### src/core/sfss_pkg.sv
// constants, types and ratio decode for the strap-selected synthesizer control
package sfss_pkg;

  // clock and derived timing
  localparam int unsigned CLK_HZ = 32'h05F5_E100; // 100 MHz
  localparam int unsigned CLK_PER_MS = CLK_HZ / 32'h0000_03E8;
  localparam int unsigned LOCK_TIME_MS = 32'h0000_03E8; // 1000 ms
  localparam int unsigned LOCK_CYCLES = LOCK_TIME_MS * CLK_PER_MS;
  localparam int unsigned SEC_TIME_MS = 32'h0000_03E8; // 1000 ms
  localparam int unsigned SEC_CYCLES = SEC_TIME_MS * CLK_PER_MS;
  localparam int unsigned PPS_HIGH_MS = 32'h0000_0064; // 100 ms
  localparam int unsigned PPS_HIGH_CYCLES = PPS_HIGH_MS * CLK_PER_MS;
  localparam int unsigned NMEA_SLOW_HZ = 32'h0000_0001;
  localparam int unsigned NMEA_FAST_HZ = 32'h0000_0005;
  localparam logic [5:0] COLD_FIX_S = 6'h23; // 35 s
  localparam logic [5:0] WARM_FIX_S = 6'h03; // 3 s
  localparam int unsigned CNT_W = 27;

  // strap code that turns the synthesizer off
  localparam logic [2:0] SEL_OFF = 3'h7;

  // synthesizer accumulator: output = clk * num / (2 * den * 2**SCALE_LOG2)
  localparam int unsigned SCALE_LOG2 = 4;
  localparam int unsigned ACC_W = 9;

  typedef enum logic [1:0] {
    REF_10M = 2'h0,
    REF_15M36 = 2'h1,
    REF_19M2 = 2'h2,
    REF_20M = 2'h3
  } sfss_ref_t;

  typedef struct packed {
    logic [3:0] num;
    logic [3:0] den;
  } sfss_ratio_t;

  // ratio of output to reference; code 111 gives zero
  function automatic sfss_ratio_t sfss_ratio(input sfss_ref_t r, input logic [2:0] c);
    sfss_ratio_t q;
    q = '{num: 4'h0, den: 4'h1};
    case (r)
      REF_10M: begin
        case (c)
          3'h6: q = '{num: 4'h1, den: 4'h2};
          3'h5: q = '{num: 4'h4, den: 4'h3};
          3'h4: q = '{num: 4'h8, den: 4'h5};
          3'h3: q = '{num: 4'h2, den: 4'h1};
          3'h2: q = '{num: 4'h8, den: 4'h3};
          3'h1: q = '{num: 4'h4, den: 4'h1};
          3'h0: q = '{num: 4'h8, den: 4'h1};
          default: q = '{num: 4'h0, den: 4'h1};
        endcase
      end
      REF_15M36: begin
        case (c)
          3'h6: q = '{num: 4'h3, den: 4'hA};
          3'h5: q = '{num: 4'h2, den: 4'h3};
          3'h4: q = '{num: 4'h1, den: 4'h1};
          3'h3: q = '{num: 4'h3, den: 4'h2};
          3'h2: q = '{num: 4'h2, den: 4'h1};
          3'h1: q = '{num: 4'h3, den: 4'h1};
          3'h0: q = '{num: 4'h6, den: 4'h1};
          default: q = '{num: 4'h0, den: 4'h1};
        endcase
      end
      // 19.2 and 20 megahertz share one column
      default: begin
        case (c)
          3'h6: q = '{num: 4'h1, den: 4'h4};
          3'h5: q = '{num: 4'h1, den: 4'h2};
          3'h4: q = '{num: 4'h2, den: 4'h3};
          3'h3: q = '{num: 4'h4, den: 4'h5};
          3'h2: q = '{num: 4'h4, den: 4'h3};
          3'h1: q = '{num: 4'h2, den: 4'h1};
          3'h0: q = '{num: 4'h4, den: 4'h1};
          default: q = '{num: 4'h0, den: 4'h1};
        endcase
      end
    endcase
    return q;
  endfunction

endpackage

### src/core/sfss_top.sv
// strap-selected synthesizer control, lock/reset indicator and pulse timing
`timescale 1ns/1ns
module sfss_top #(
  parameter int unsigned LOCK_CYC = sfss_pkg::LOCK_CYCLES,
  parameter int unsigned SEC_CYC = sfss_pkg::SEC_CYCLES,
  parameter int unsigned PPS_HIGH_CYC = sfss_pkg::PPS_HIGH_CYCLES
) (
  input wire logic clk_in,
  input wire logic rst_in,
  input wire logic ext_reset_n_in,
  input wire logic [2:0] synth_select_straps_grounded_in,
  input wire logic nmea_rate_grounded_in,
  input wire sfss_pkg::sfss_ref_t ref_freq_sel_in,
  input wire logic pps_raw_in,
  input wire logic synth_pin_in,
  output logic synth_pin_out,
  output logic synth_pin_oe_out,
  output logic synth_locked_reset_n_out,
  output logic program_mode_enable_n_out,
  output logic [2:0] synth_select_straps_out,
  output logic nmea_rate_5hz_out,
  output logic nmea_tick_out,
  output logic pps_raw_out,
  output logic pps_clean_out,
  output logic fix_enable_out
);
  import sfss_pkg::*;

  // lock sequencer states
  typedef enum logic [0:0] {
    ST_WAIT = 1'b0,
    ST_RUN = 1'b1
  } sfss_state_t;

  // nine pins synchronised: reset, three straps, rate, pps, shared pin, reference
  localparam int unsigned SYN_W = 9;

  // synchroniser stages
  logic [SYN_W-1:0] sync1_r;
  logic [SYN_W-1:0] sync2_r;

  // sequencer and captured selection
  sfss_state_t state_r;
  logic [CNT_W-1:0] lock_cnt_r;
  logic [2:0] code_r;
  sfss_ref_t ref_r;
  logic rate5_r;
  logic prog_n_r;
  logic cold_r;

  // second, sentence and blanking timers
  logic [CNT_W-1:0] sec_cnt_r;
  logic [CNT_W-1:0] nmea_cnt_r;
  logic nmea_tick_r;
  logic pps_raw_r;
  logic pps_clean_r;
  logic [5:0] fix_sec_r;
  logic fix_en_r;
  logic synth_wave;

  // pins from outside pass two flip-flops first
  // only the second stage is read, the first may still be settling
  wire [SYN_W-1:0] raw_pins = {ext_reset_n_in, synth_select_straps_grounded_in,
                               nmea_rate_grounded_in, pps_raw_in, synth_pin_in, ref_freq_sel_in};
  // reset pin stages reset released so a power-on is not taken for a pin reset
  always_ff @(posedge clk_in or posedge rst_in) begin
    if (rst_in) begin
      sync1_r <= {1'b1, {(SYN_W-1){1'b0}}};
      sync2_r <= {1'b1, {(SYN_W-1){1'b0}}};
    end else begin
      sync1_r <= raw_pins;
      sync2_r <= sync1_r;
    end
  end

  // decoded synchronised pins
  // grounded external reset restarts the lock hold, sentence tick, fix blanking and synthesizer; the pps timing runs on
  wire ext_rst = ~sync2_r[8];
  // a floating strap is pulled up so it is not grounded and reads 1
  wire [2:0] strap_code = ~sync2_r[7:5];
  wire rate_fast = sync2_r[4];
  wire pps_s = sync2_r[3];
  wire pin_s = sync2_r[2];
  wire sfss_ref_t ref_s = sfss_ref_t'(sync2_r[1:0]);

  // timing decode
  // indicator released after the full hold time
  wire lock_done = (lock_cnt_r == CNT_W'(LOCK_CYC - 1));
  // raw edge found on the synchronised level against its delayed copy
  wire pps_edge = pps_s & ~pps_raw_r;
  wire sec_wrap = (sec_cnt_r == CNT_W'(SEC_CYC - 1));
  // a raw edge restarts the second, so it is not counted twice
  wire sec_tick = sec_wrap & ~pps_edge;
  // sentence period follows the captured rate strap
  wire [CNT_W-1:0] nmea_last = rate5_r ? CNT_W'(SEC_CYC / NMEA_FAST_HZ - 1) : CNT_W'(SEC_CYC / NMEA_SLOW_HZ - 1);
  wire nmea_wrap = (nmea_cnt_r >= nmea_last);
  // blanking length depends on how the reset came
  wire [5:0] fix_limit = cold_r ? COLD_FIX_S : WARM_FIX_S;

  // run state doubles as the lock indicator
  wire run = (state_r == ST_RUN);
  // code 111 keeps the synthesizer off
  wire synth_en = run && (code_r != SEL_OFF);

  // lock sequencer: hold, then sample and run until next reset
  always_ff @(posedge clk_in or posedge rst_in) begin
    if (rst_in) begin
      state_r <= ST_WAIT;
      lock_cnt_r <= '0;
    end else if (ext_rst) begin
      state_r <= ST_WAIT;
      lock_cnt_r <= '0;
    end else if (state_r == ST_WAIT) begin
      // counter stops in run so the hold cannot restart by wrapping
      // one hold period, then high until the next reset
      state_r <= lock_done ? ST_RUN : ST_WAIT;
      lock_cnt_r <= lock_cnt_r + 1'b1;
    end
  end

  // strap and pin capture at the end of the hold, while the pin is still undriven
  // limitation: a strap moved after the hold counts only at the next reset
  always_ff @(posedge clk_in or posedge rst_in) begin
    if (rst_in) begin
      code_r <= SEL_OFF;
      ref_r <= REF_20M;
      rate5_r <= 1'b0;
      prog_n_r <= 1'b1;
    end else if (state_r == ST_WAIT && lock_done && !ext_rst) begin
      // one sample per reset, held afterwards
      code_r <= strap_code;
      // decode uses the reference actually fitted
      ref_r <= ref_s;
      rate5_r <= rate_fast;
      // pin level read as the active-low programming enable
      prog_n_r <= pin_s;
    end
  end

  // cold flag: power-on is cold, a pin reset is warm
  // a pin reset never sets it back, only a power-on does
  always_ff @(posedge clk_in or posedge rst_in) begin
    if (rst_in) begin
      cold_r <= 1'b1;
    end else if (ext_rst) begin
      cold_r <= 1'b0;
    end
  end

  // clean pulse phase restarts on every raw rising edge
  // free runs without raw pulses so the clean output keeps going in holdover
  always_ff @(posedge clk_in or posedge rst_in) begin
    if (rst_in) begin
      sec_cnt_r <= '0;
      pps_raw_r <= 1'b0;
      pps_clean_r <= 1'b0;
    end else begin
      pps_raw_r <= pps_s;
      sec_cnt_r <= (pps_edge || sec_wrap) ? '0 : sec_cnt_r + 1'b1;
      pps_clean_r <= (pps_edge || sec_wrap) ? 1'b1 : (sec_cnt_r < CNT_W'(PPS_HIGH_CYC - 1)) && pps_clean_r;
    end
  end

  // sentence tick, free running once the module is up
  // held at zero until run, so the first tick is one full period after lock
  always_ff @(posedge clk_in or posedge rst_in) begin
    if (rst_in) begin
      nmea_cnt_r <= '0;
      nmea_tick_r <= 1'b0;
    end else if (ext_rst || !run) begin
      nmea_cnt_r <= '0;
      nmea_tick_r <= 1'b0;
    end else begin
      nmea_cnt_r <= nmea_wrap ? '0 : nmea_cnt_r + 1'b1;
      nmea_tick_r <= nmea_wrap;
    end
  end

  // fixes withheld for whole seconds after each reset
  // whole seconds only: the partial first second is traded for a small counter
  always_ff @(posedge clk_in or posedge rst_in) begin
    if (rst_in) begin
      fix_sec_r <= '0;
      fix_en_r <= 1'b0;
    end else if (ext_rst) begin
      fix_sec_r <= '0;
      fix_en_r <= 1'b0;
    end else if (!fix_en_r && sec_tick) begin
      fix_sec_r <= fix_sec_r + 1'b1;
      fix_en_r <= (fix_sec_r + 1'b1) >= fix_limit;
    end
  end

  // ratio picked from the held code and reference
  wire sfss_ratio_t ratio = sfss_ratio(ref_r, code_r);

  // synthesizer restarts with the sequencer so its phase starts clean after lock
  sfss_nm_synth u_synth (
    .clk_in(clk_in),
    .rst_in(rst_in),
    .restart_in(ext_rst),
    .enable_in(synth_en),
    .ratio_in(ratio),
    .synth_out(synth_wave)
  );

  // outputs; pin left undriven through the hold so it can be sampled
  // drive starts at the same edge the indicator rises
  assign synth_pin_out = synth_wave;
  assign synth_pin_oe_out = synth_en;
  // indicator is low until the output is stable
  // it is the run state itself, so it cannot glitch high during the hold
  assign synth_locked_reset_n_out = run;
  // captured values and timer pulses, all straight from flip-flops
  assign program_mode_enable_n_out = prog_n_r;
  assign synth_select_straps_out = code_r;
  assign nmea_rate_5hz_out = rate5_r;
  assign nmea_tick_out = nmea_tick_r;
  assign pps_raw_out = pps_raw_r;
  assign pps_clean_out = pps_clean_r;
  assign fix_enable_out = fix_en_r;
endmodule

### src/core/sfss_nm_synth.sv
// n/m fractional synthesizer built on a phase accumulator
`timescale 1ns/1ns
module sfss_nm_synth (
  input wire logic clk_in,
  input wire logic rst_in,
  input wire logic restart_in,
  input wire logic enable_in,
  input wire sfss_pkg::sfss_ratio_t ratio_in,
  output logic synth_out
);
  import sfss_pkg::*;

  logic [ACC_W-1:0] acc_r;
  logic [ACC_W-1:0] acc_nxt;
  logic wave_r;

  // wrap limit scales den so the fastest ratio stays well below clk/2
  wire [ACC_W-1:0] limit = ACC_W'({ratio_in.den, {SCALE_LOG2{1'b0}}});
  wire [ACC_W-1:0] sum = acc_r + ACC_W'(ratio_in.num);
  wire wrap = (sum >= limit);
  assign acc_nxt = wrap ? (sum - limit) : sum;

  // output edges derive only from the reference clock
  always_ff @(posedge clk_in or posedge rst_in) begin
    if (rst_in) begin
      acc_r <= '0;
      wave_r <= 1'b0;
    end else if (restart_in || !enable_in) begin
      acc_r <= '0;
      wave_r <= 1'b0;
    end else begin
      acc_r <= acc_nxt;
      wave_r <= wave_r ^ wrap;
    end
  end

  assign synth_out = wave_r;
endmodule

### config.mk
export PLATFORM = sky130hd
export DESIGN_NAME = sfss_top
export DESIGN_NICKNAME = d
export VERILOG_FILES = /design/src/core/sfss_pkg.sv /design/src/core/sfss_top.sv /design/src/core/sfss_nm_synth.sv
export SDC_FILE = /design/constraint.sdc
export NUM_CORES = 1
export LEC_CHECK = 0
export ABC_AREA = 1
export BUFFER_PORTS_ARGS = -buffer_cell sky130_fd_sc_hd__buf_2
export CAP_MARGIN = 20
export CELL_PAD_IN_SITES_DETAIL_PLACEMENT = 0
export CELL_PAD_IN_SITES_GLOBAL_PLACEMENT = 1
export CORE_UTILIZATION = 51
export CTS_BUF_LIST = sky130_fd_sc_hd__clkbuf_8
export DETAILED_ROUTE_END_ITERATION = 8
export PLACE_DENSITY = 0.87
export SYNTH_ARGS = -nofsm -noshare
export SYNTH_HDL_FRONTEND = slang
export SYNTH_SLANG_ARGS = --single-unit
### constraint.sdc
create_clock -name clk_in -period 8.3 [get_ports clk_in]
set_clock_uncertainty 0.15 [all_clocks]
set_input_delay 0.415 -clock clk_in [delete_from_list [all_inputs] [get_ports clk_in]]
set_output_delay 0.415 -clock clk_in [all_outputs]
set_load 0.005 [all_outputs]
Word-level counts from Yosys, hierarchy flattened
Cells that the tools add are included.
{ "classes": {"bitwise_logic": 8, "n_eq_ne": 12, "n_lt_le_gt_ge": 4, "reduce_logical": 13, "muxes": 23, "n_addsub": 6} }
{ "ops": {"columns": ["op", "n"], "rows": [
  ["$mux 27", 6],
  ["$pmux 7 s7", 2],
  ["$add 27x1->27 const B", 3],
  ["$pmux 8 s7", 1],
  ["$eq 27x27->1 const B", 2],
  ["$ge 27x27->1", 1],
  ["$lt 27x24->1 const B", 1],
  ["$mux 6", 3],
  ["$mux 9", 2],
  ["$pmux 8 s2", 1],
  ["$add 9x4->9", 1],
  ["$eq 3x3->1 const B", 3],
  ["$ge 9x8->1", 1],
  ["$sub 9x8->9", 1],
  ["$mux 1", 8],
  ["$add 6x1->6 const B", 1],
  ["$eq 3x2->1 const B", 2],
  ["$ge 6x6->1", 1],
  ["$logic_and 1x1->1", 5],
  ["$not 1->1", 4],
  ["$eq 3x1->1 const B", 1],
  ["$logic_not 1->1", 3],
  ["$logic_not 3->1", 1],
  ["$logic_or 1x1->1", 3],
  ["other kinds (8)", 9]
]} }
{ "totals": {"out_inout_bits": 12, "regBits": 128} }

Longest topological paths before layout
Gate-level depths: netlist of run 1.
{ "depth": {"depth_word": 7, "mapped_depth": 26, "mapped_depth_nobuf": 25} }

Cells and area by module
From an unflattened synthesis of run 1, not the netlist that was laid out.
{ "unflattened": {"cells_unflattened": 977, "area_unflattened_um2": 7477.2} }
{ "by_module_without_submodules": {"columns": ["module", "seq_area_each_um2", "instances", "cells_per_inst", "area_per_inst_um2"], "rows": [
  ["sfss_top", 2964.1, 1, 855, 6571.3],
  ["sfss_nm_synth", 250.2, 1, 122, 905.9]
]} }

Least setup slack after synthesis of run 1
OpenSTA, ideal clock, no wires.
{ "synth_path": {"path_kind": "flip-flop to flip-flop", "from": "register code_r[1], in the netlist synth_select_straps_out[1]", "to": "register u_synth.acc_r[4]", "arrival_time_ns": 3.202, "path_buffers": 0, "path_stages_with_launch": 23, "t_required_ns": 8.022, "slack_ns": 4.820, "cell_sequence": "dfstp_2 inv_1 nand2_1 o22ai_1 o21ai_0 a31oi_1 fa_1 nand3_1 nand3_1 a21o_1 nand2_1 inv_1 ha_1 a21oi_1 nand2_1 nand2_1 nand2_1 inv_1 nand2_1 nor2_1 nand2_1 nand2_1 nor2_1"} }
{ "synth_between": {"elab_chain_cells": 7, "word_cells_on_any_way": 20, "classes_between": "2 x add/sub; 1 x order compare; 7 x eq/ne; 6 x mux; 4 x reduce/logical"} }
{ "synth_rtl": {"columns": ["element", "line", "text"], "rows": [
  ["from (decl)", "sfss_top.sv:45", "logic [2:0] code_r;"],
  ["from (signal assigned)", "sfss_top.sv:131", "code_r <= strap_code;"],
  ["$eq 3x1->1 (tied with other cells)", "sfss_pkg.sv:44, sfss_pkg.sv:56, sfss_pkg.sv:69", null],
  ["$pmux 7 s7 (tied with other cells)", "sfss_pkg.sv:69", "case (c)"],
  ["$pmux 8 s2", "sfss_pkg.sv:42", "case (r)"],
  ["$add 9x4->9", "sfss_nm_synth.sv:19", "wire [ACC_W-1:0] sum = acc_r + ACC_W'(ratio_in.num);"],
  ["$sub 9x8->9 / $ge 9x8->1 (equally long branches)", "sfss_nm_synth.sv:21, sfss_nm_synth.sv:20", null],
  ["$mux 9", "sfss_nm_synth.sv:21", "assign acc_nxt = wrap ? (sum - limit) : sum;"],
  ["$mux 9 (*)", "sfss_nm_synth.sv:28", "end else if (restart_in || !enable_in) begin"],
  ["to (signal assigned)", "sfss_nm_synth.sv:32", "acc_r <= acc_nxt;"],
  ["to (decl)", "sfss_nm_synth.sv:13", "logic [ACC_W-1:0] acc_r;"]
]} }
Every way passes the cells marked *; elsewhere a longest branch is shown, timed or not.
A chain may end at the register's enable or synchronous reset.

Worst setup path after layout of run 1
Ends and elaborated chain as after synthesis.

==> results.txt, run 1 <==
- Worst VDD drop: between 0.1 and 0.15 mV
- The flow ran to the end, and the final reports show no timing, DRC or antenna violations.
* Area of the die: between 0.015 and 0.02 sq mm
* Vias post-DR: approximately 6900
- Net count of the finished layout: roughly 1200
- The worst setup path is launched from a flip-flop.
- The worst pin sits at a relative slew slack of roughly 37%.
- Number of cells produced by synthesis: around 1100
- Most common library cells after synthesis: nand2_1, nor2_1, inv_1
- The area growth from synthesis to layout is 9.25%.
- Across the whole layout, storage elements account for about 0.0032 sq mm.
- Number of filler instances in the final layout: about 1500
* Inserted Clock Buffers: 17
- The first global-routing pass estimated around 32 mm of wire.
* Hold Worst Slack: roughly 0.20 ns
* Final-report max-slew violation count: 0
- In the routed design, unresolved DRC markers number 0.
- Cells with a size suffix above 1 make up 8.87% of the layout.
- Number of distinct library cell variants in the gate-level netlist after synthesis: 44
- Depth of the CTS H-tree: 4
- Across every metal layer, demand over resource in global routing totals 25.3%.
* Sequential share of the synthesized area: 41.0%
- Time the worst path needs with I/O delays and setup: between 3 and 4 ns
- At the later pin of the worst-skew pair, clock insertion delay measures around 0.45 ns.
* EDFF count, synth: 0
- DR iter-0 viols: between 400 and 500
- CTS tree: done
- Total gr overflow: 0
- In this run, synthesis produced a sequential element count of 128.
- Setup violations remaining at the end of the flow were counted as 0.
- Tightest Pin Transition: around 0.94 ns
- dfrtp_1 takes more of the synthesized area than any other cell.
- Routed wire length: roughly 18 mm
* Static leakage: around 4.0 nW
- Largest driver fanout on the critical path: 8
* Post-cts repair resize count: 0
* Category of the critical setup timing path: reg -> reg
* Hold Fails Final Rpt: 0
* Starting density of the core: between 50% and 60%
- Clock tree synthesis found a total of ~130 sinks.
* Prevailing post-synth register cell: dfrtp_1
- Estimated wirelength of the detail-placed design: around 13 mm
- Final cycle utilization of the critical path: 47.1%
* Type of the most critical hold path: reg -> reg
- In the post-synthesis netlist, the cell with the most instances is nand2_1.
* Width of the die: 126 um
* Clock slew at the register clock pins of the worst setup and hold paths: 0.08 ns
* Longest Clk Path Bufs: 2
- The number of global-route vias before repair is about 6700.
* Area taken by multi-input logic gates: around 0.004 sq mm
- The number of nets in the synthesized netlist is 1138.
- Adding up every negative setup slack in the final design gives 0 ns.
- Dividing total power by cell area gives a power density of 141 mW/mm^2.
* Main area contributors after synthesis: dfrtp_1, nand2_1, nor2_1, nand3_1, inv_1
* FMAX: 256 MHz
* Port-buffer cells: 22
* I/O Pins: 23
- Fraction of the core area covered by cells at the end of the flow: between 50% and 60%
- Worst Setup Slack, final: between 4 and 5 ns
* Number of nets still failing antenna checks after routing: 0
- In the routed layout, each cell is associated on average with a via count of approximately 5.2.
* Vertical die dimension: around 130 um
- The initial antenna violation count was 0.
- Worst endpoint required time: 8.47 ns
* Netlist Area Pre-Place: between 0.007 and 0.008 sq mm
- Synthesis Warnings: 0
- The number of antenna diodes in the final layout is 0.
* Largest net degree at the start of global routing: 70
- Iteration count of the initial detailed-routing pass: 5
- Sort of element at the end of the critical path: flip-flop
* FFs w/ async S/R, synth: 100%
- OpenSTA, run right after detailed placement, puts the worst setup slack at 4.45 ns.
- Core Rows: between 40 and 50
* Root cell of the clock tree: clkbuf_8
- Data arrives at the worst endpoint at 4.08 ns.
- Max capacitance violation total: 0
- Fraction of synthesized cell area taken by the top area cell type: around 38%
* Routability congestion estimate from global placement: 0.867
- After layout, the design draws a total of approximately 1.2 mW.
* Avg Inst Size Synth: ~7.1 sq um
- The floorplan step defined a core boundary enclosing 0.0148 sq mm.
- Setup repair after global routing left no endpoint under its margin.
* Routed length per placed instance: roughly 14 um
-- worst max-delay path, cell delays in order, from the launching register on --
cell and delay, ns:
dfstp_2 0.60, inv_1 0.10, nand2_1 0.10, o22ai_1 0.11, o21ai_0 0.24, a31oi_1 0.19
fa_1 0.46, nand3_1 0.11, nand3_1 0.17, a21o_1 0.20, nand2_1 0.07, inv_1 0.05
ha_1 0.35, a21oi_1 0.14, nand2_1 0.09, nand2_1 0.06, nand2_1 0.07, inv_1 0.07
nand2_1 0.05, nor2_1 0.21, nand2_1 0.08, nand2_1 0.06, nor2_1 0.04
-- cells in the final DEF (no fill, tap or decap), types with 9 or more instances in the layout --
cell	netlist	routed
nand2_1	289	289
nor2_1	176	176
inv_1	138	137
dfrtp_1	119	119
nand3_1	104	104
nor3_1	45	45
nand4_1	32	32
o21ai_0	30	30
a21oi_1	30	30
ha_1	22	22
buf_2	5	22
xor2_1	20	20
clkbuf_8	0	17
dlygate4sd3_1	0	10
dfstp_2	9	9
-- registers in the layout, summed over array words and instances, names as in the netlist, 2 cells and up --
| name | cells |
|---|---|
| sec_cnt_r | 27 |
| synth_select_straps_out | 3 |
| sync1_r | 9 |
| fix_sec_r | 6 |
| sync2_r | 9 |
| lock_cnt_r | 27 |
| nmea_cnt_r | 27 |
| u_synth.acc_r | 9 |
| ref_r | 2 |
-- timing repair --
| action | 4_1_cts | 5_1_grt |
|---|---|---|
| buffers inserted | 0 | 0 |
| hold buffers | 10 | 0 |
| hold endpoints to repair | 70 | 0 |
-- final timing paths --
kind / startpoint / depth (start not counted) / end / slack [ns]
worst min-delay path: sync1_r[0] / 0 / sync2_r[0] / 0.20
worst max register to register: synth_select_straps_out[1] / 22 / u_synth.acc_r[4] / 4.39
min in group asynchronous: rst_in / 3 / u_synth.acc_r[1] / 0.48
worst min register to register: sync1_r[0] / 0 / sync2_r[0] / 0.20
max in group asynchronous: rst_in / 4 / sec_cnt_r[25] / 6.33
worst max-delay path: synth_select_straps_out[1] / 22 / u_synth.acc_r[4] / 4.39
-- routing by layer --
layer / wire length (um) / global-route usage [%] / up-vias
li1: - / - / 3612
met1: 9170 / 34.8 / 3208
met2: 8620 / 41.3 / 102
met3: 533 / 4.63 / 11
met4: 147 / 6.17 / 0
met5: 0 / 0 / -
-- cells by family (layout without fill, tap and decap cells) --
kind of cell | count (synthesis) | after routing | synth area share [%]
buf+inv | 160 | 207 | 8.05
simple gates | 692 | 692 | 39.2
compound gates | 77 | 77 | 5.31
flops | 128 | 128 | 41.0
fa+ha+maj | 24 | 24 | 4.02
xor+xnor | 22 | 22 | 2.46
-- power by group --
part | leakage (nW) | internal [mW] | switching, mW
combinational | 2.10 | 0.0141 | 0.0297
clock | 0.176 | 0.239 | 0.274
sequential | 1.70 | 0.636 | 0.0124
-- cell type report --
type                            instances  share of cell area [%]
Clock buffer                           17                    2.73
Clock inverter                         14                    1.53
Inverter                              143                    6.35
Multi-Input combinational cell        815                    46.7
Sequential cell                       128                    37.5
Tap cell                              184                    2.69
Timing Repair Buffer                   33                    2.54
-- metrics by stage --
step                std cells  instance area, sq um
floorplan                1103                  7850
global placement         1293                  8110
detailed placement       1293                  8110
CTS                      1334                  8570
global route             1334                  8570
finish                   1334                  8570
Note: power is estimated with default switching activity, not from simulation.
==> run 2, diff against run 1 <==
CORE_UTILIZATION = 43   (was 51)
PLACE_DENSITY = 0.78   (was 0.87)
clock period = 3.45 ns   (was 8.3 ns; I/O delays follow)
==> results.txt, run 2 (synthesis results as in run 1) <==
- The run finished with clean final reports.
- Static timing analysis puts the maximum clock frequency at between 200 and 300 MHz.
- Max capacitance violation total: 0
- Hold Worst Slack: approximately 0.095 ns
- The library cell used most frequently in the layout, excluding fill and tap cells, is nand2_1.
- Final Power: approximately 2.9 mW
- CTS placed an instance of clkbuf_8 at the clock tree root.
* Vias per cell: around 5.1
* Estimated wirelength of the detail-placed design: 14.1 mm
- Data on the critical path is required at its endpoint by 3.63 ns.
- Internal power summed over all cells: 2.13 mW
- Measured along the x axis, the die boundary spans between 100 and 150 um.
- For this run, the post-layout net count is 1213.
- Setup violations remaining at the end of the flow were counted as 0.
- 0 antenna diodes ended up in the layout.
- By instance count, the cell type seen most on the critical path is nand2_1.
- Of the total power, the share spent switching nets is about a quarter.
* Remaining routing DRC violations: 0
- For this design the total switching power over the nets is 0.740 mW.
* Iteration count of the initial detailed-routing pass: 5
- Wire length of the first global-routing pass: roughly 33 mm
- Port-buffer cells: 22
- Entering global routing, the biggest net connects 72 pins.
* Most frequent cells in the layout: nand2_1, nor2_1, inv_1
* Worst-Skew Late Latency: about 0.46 ns
- Starting density of the core: a little over two fifths
- Core Rows: ~50
* Source of the worst register-to-register timing path: synth_select_straps_out[0]
- The critical path is of the reg -> reg type.
- 23 I/O pins were placed.
- In this run the worst path has a maximum fanout of 6.
* Area of the die: 0.0188 sq mm
- The final-report hold violation count came to 0.
- STA puts the critical path data arrival time at 3.58 ns.
- In this run, CTS created clock tree buffers numbering 17.
- Type of the most critical hold path: in -> async
* Synthesis-to-finish area growth: 18.4%
- DR iter-0 viols: about 430
- The H-tree was split into 4 levels.
* Portion of total power attributed to sequential cells: 54.1%
- For the pin with the worst max-slew slack, the measured transition is approximately 0.8 ns.
* Longest Clk Path Bufs: 2
- STA classifies the critical path endpoint as a flip-flop.
* Aggregate global-route resource usage: between 20% and 30%
- Vias post-DR: slightly above 7000
- Area of the core: ~0.018 sq mm
- Rel. slew slack: a little under half
- In this run the vertical extent of the chip is roughly 140 um.
* Power per Cell Area: ~300 mW/mm^2
* Fraction of layout cells with a size suffix above 1: 15.9%
* CTS Sinks: between 100 and 150
- Antenna violations before repair: 0
* Routed length per placed instance: between 10 and 15 um
- VDD sags by at most between 0.2 and 0.25 mV.
- Worst setup SP type: flip-flop
- Counting I/O delays and the setup requirement, the final critical path takes around 3.4 ns.
- Clock slew at the register clock pins of the worst setup and hold paths: 0.08 ns
* Largest registers: lock_cnt_r: 27 flops, nmea_cnt_r: 27 flops, sec_cnt_r: 27 flops
- The number of global-route vias before repair was approximately 6900.
* Number of nets still failing antenna checks after routing: 0
- The number of max-slew violations in the final report was 0.
* Total gr overflow: 0
* Fraction of power consumed by combinational cells: between 4 and 5%
* Maximum cell stage delay along the critical path: approximately 0.64 ns
- Tracing the worst setup path back leads to its startpoint at synth_select_straps_out[0].
* CTS tree: done
- Setup repair after global routing missed its margin: true
* Static leakage: roughly 4.3 nW
* Routed wire length: around 20 mm
- Clock share of power: a little over two fifths
- On the critical path, the stage with the largest delay is an instance of dfstp_2.
* Final cycle utilization of the critical path: 98.5%
* Routability congestion estimate from global placement: just under 0.9
- Cell-by-cell trace of the critical path: buf_6 > nand2_4 > nand2_1 > o21ai_0 > o211ai_1 > inv_1 > ha_4 > nand2_4 > nand2_4 > nand3_4 > nand3_2 > nand2_2 > nand2_2 > inv_4 > ha_4 > nand2_1 > nor2_2 > nand2_1 > nor2_2 > nand3_2 > nand3_4 > nand2_1 > nand2_1 > nor2_1
run 2: worst max-delay path: cells and delay by family (launching register included):
kind	cells	cell delay [ns]
AOI/OAI and AO/OA	2	0.19
adders and majority gates	2	0.59
buffers and inverters	3	0.30
DFF	1	0.64
and+or+nand+nor	17	1.39
run 2: area by class of cell:
class                      instances  area [sq um]
clock buffer                      17           234
clock inverter                    15           125
fill                            1769          8610
inverter                         143           548
multi-input combinational        815          4320
sequential                       128          3210
tap                              229           287
timing repair buffer              73           566
run 2: what timing repair did:
item,4_1_cts,5_1_grt
buffers inserted,4,9
hold buffers,10,0
resized for setup,7,63
endpoints found under the hold margin,134,0
setup endpoints to repair,6,6
pin swaps,5,29
run 2: path summary, 6_finish.rpt:
kind,slack [ns],cells after the start,end
worst max-delay path,0.05,24,u_synth.acc_r[5]
min in group clk_in,0.20,0,sync2_r[6]
worst max register to register,0.05,24,u_synth.acc_r[5]
worst min register to register,0.20,0,sync2_r[6]
worst min-delay path,0.09,3,sync2_r[6]
max in group asynchronous,2.37,4,nmea_cnt_r[11]
run 2: per-stage QoR:
step | instances | util [%] | TNS [ns] | setup WS [ns] | cell area, sq um
2_1_floorplan | 1103 | - | 0 | 0.0273 | 7850
3_3_place_gp | 1365 | 46.9 | -0.0293 | -0.0130 | 8390
3_5_place_dp | 1365 | 46.9 | -0.364 | -0.0854 | 8390
4_1_cts | 1411 | 49.9 | 0 | 0.00570 | 8930
5_1_grt | 1420 | 51.9 | -0.437 | -0.103 | 9290
6_report | 1420 | 51.9 | 0 | 0.0529 | 9290
run 2: power by group through the flow:
stage	logic (mW)	clock network (mW)	registers (mW)
after floorplan	0.0791	0	1.58
after global placement	0.113	0	1.58
after detailed placement	0.115	0	1.58
after CTS	0.124	1.23	1.55
after global routing	0.141	1.31	1.56
final	0.120	1.20	1.55
run 2: per-layer routing:
metal / up-vias / GRT usage (%) / wire, um
met1: 3384 / 29.4 / 9430
met3: 23 / 3.63 / 581
met2: 119 / 37.3 / 9570
met4: 0 / 8.00 / 340
met5: - / 0 / 0
li1: 3691 / - / -
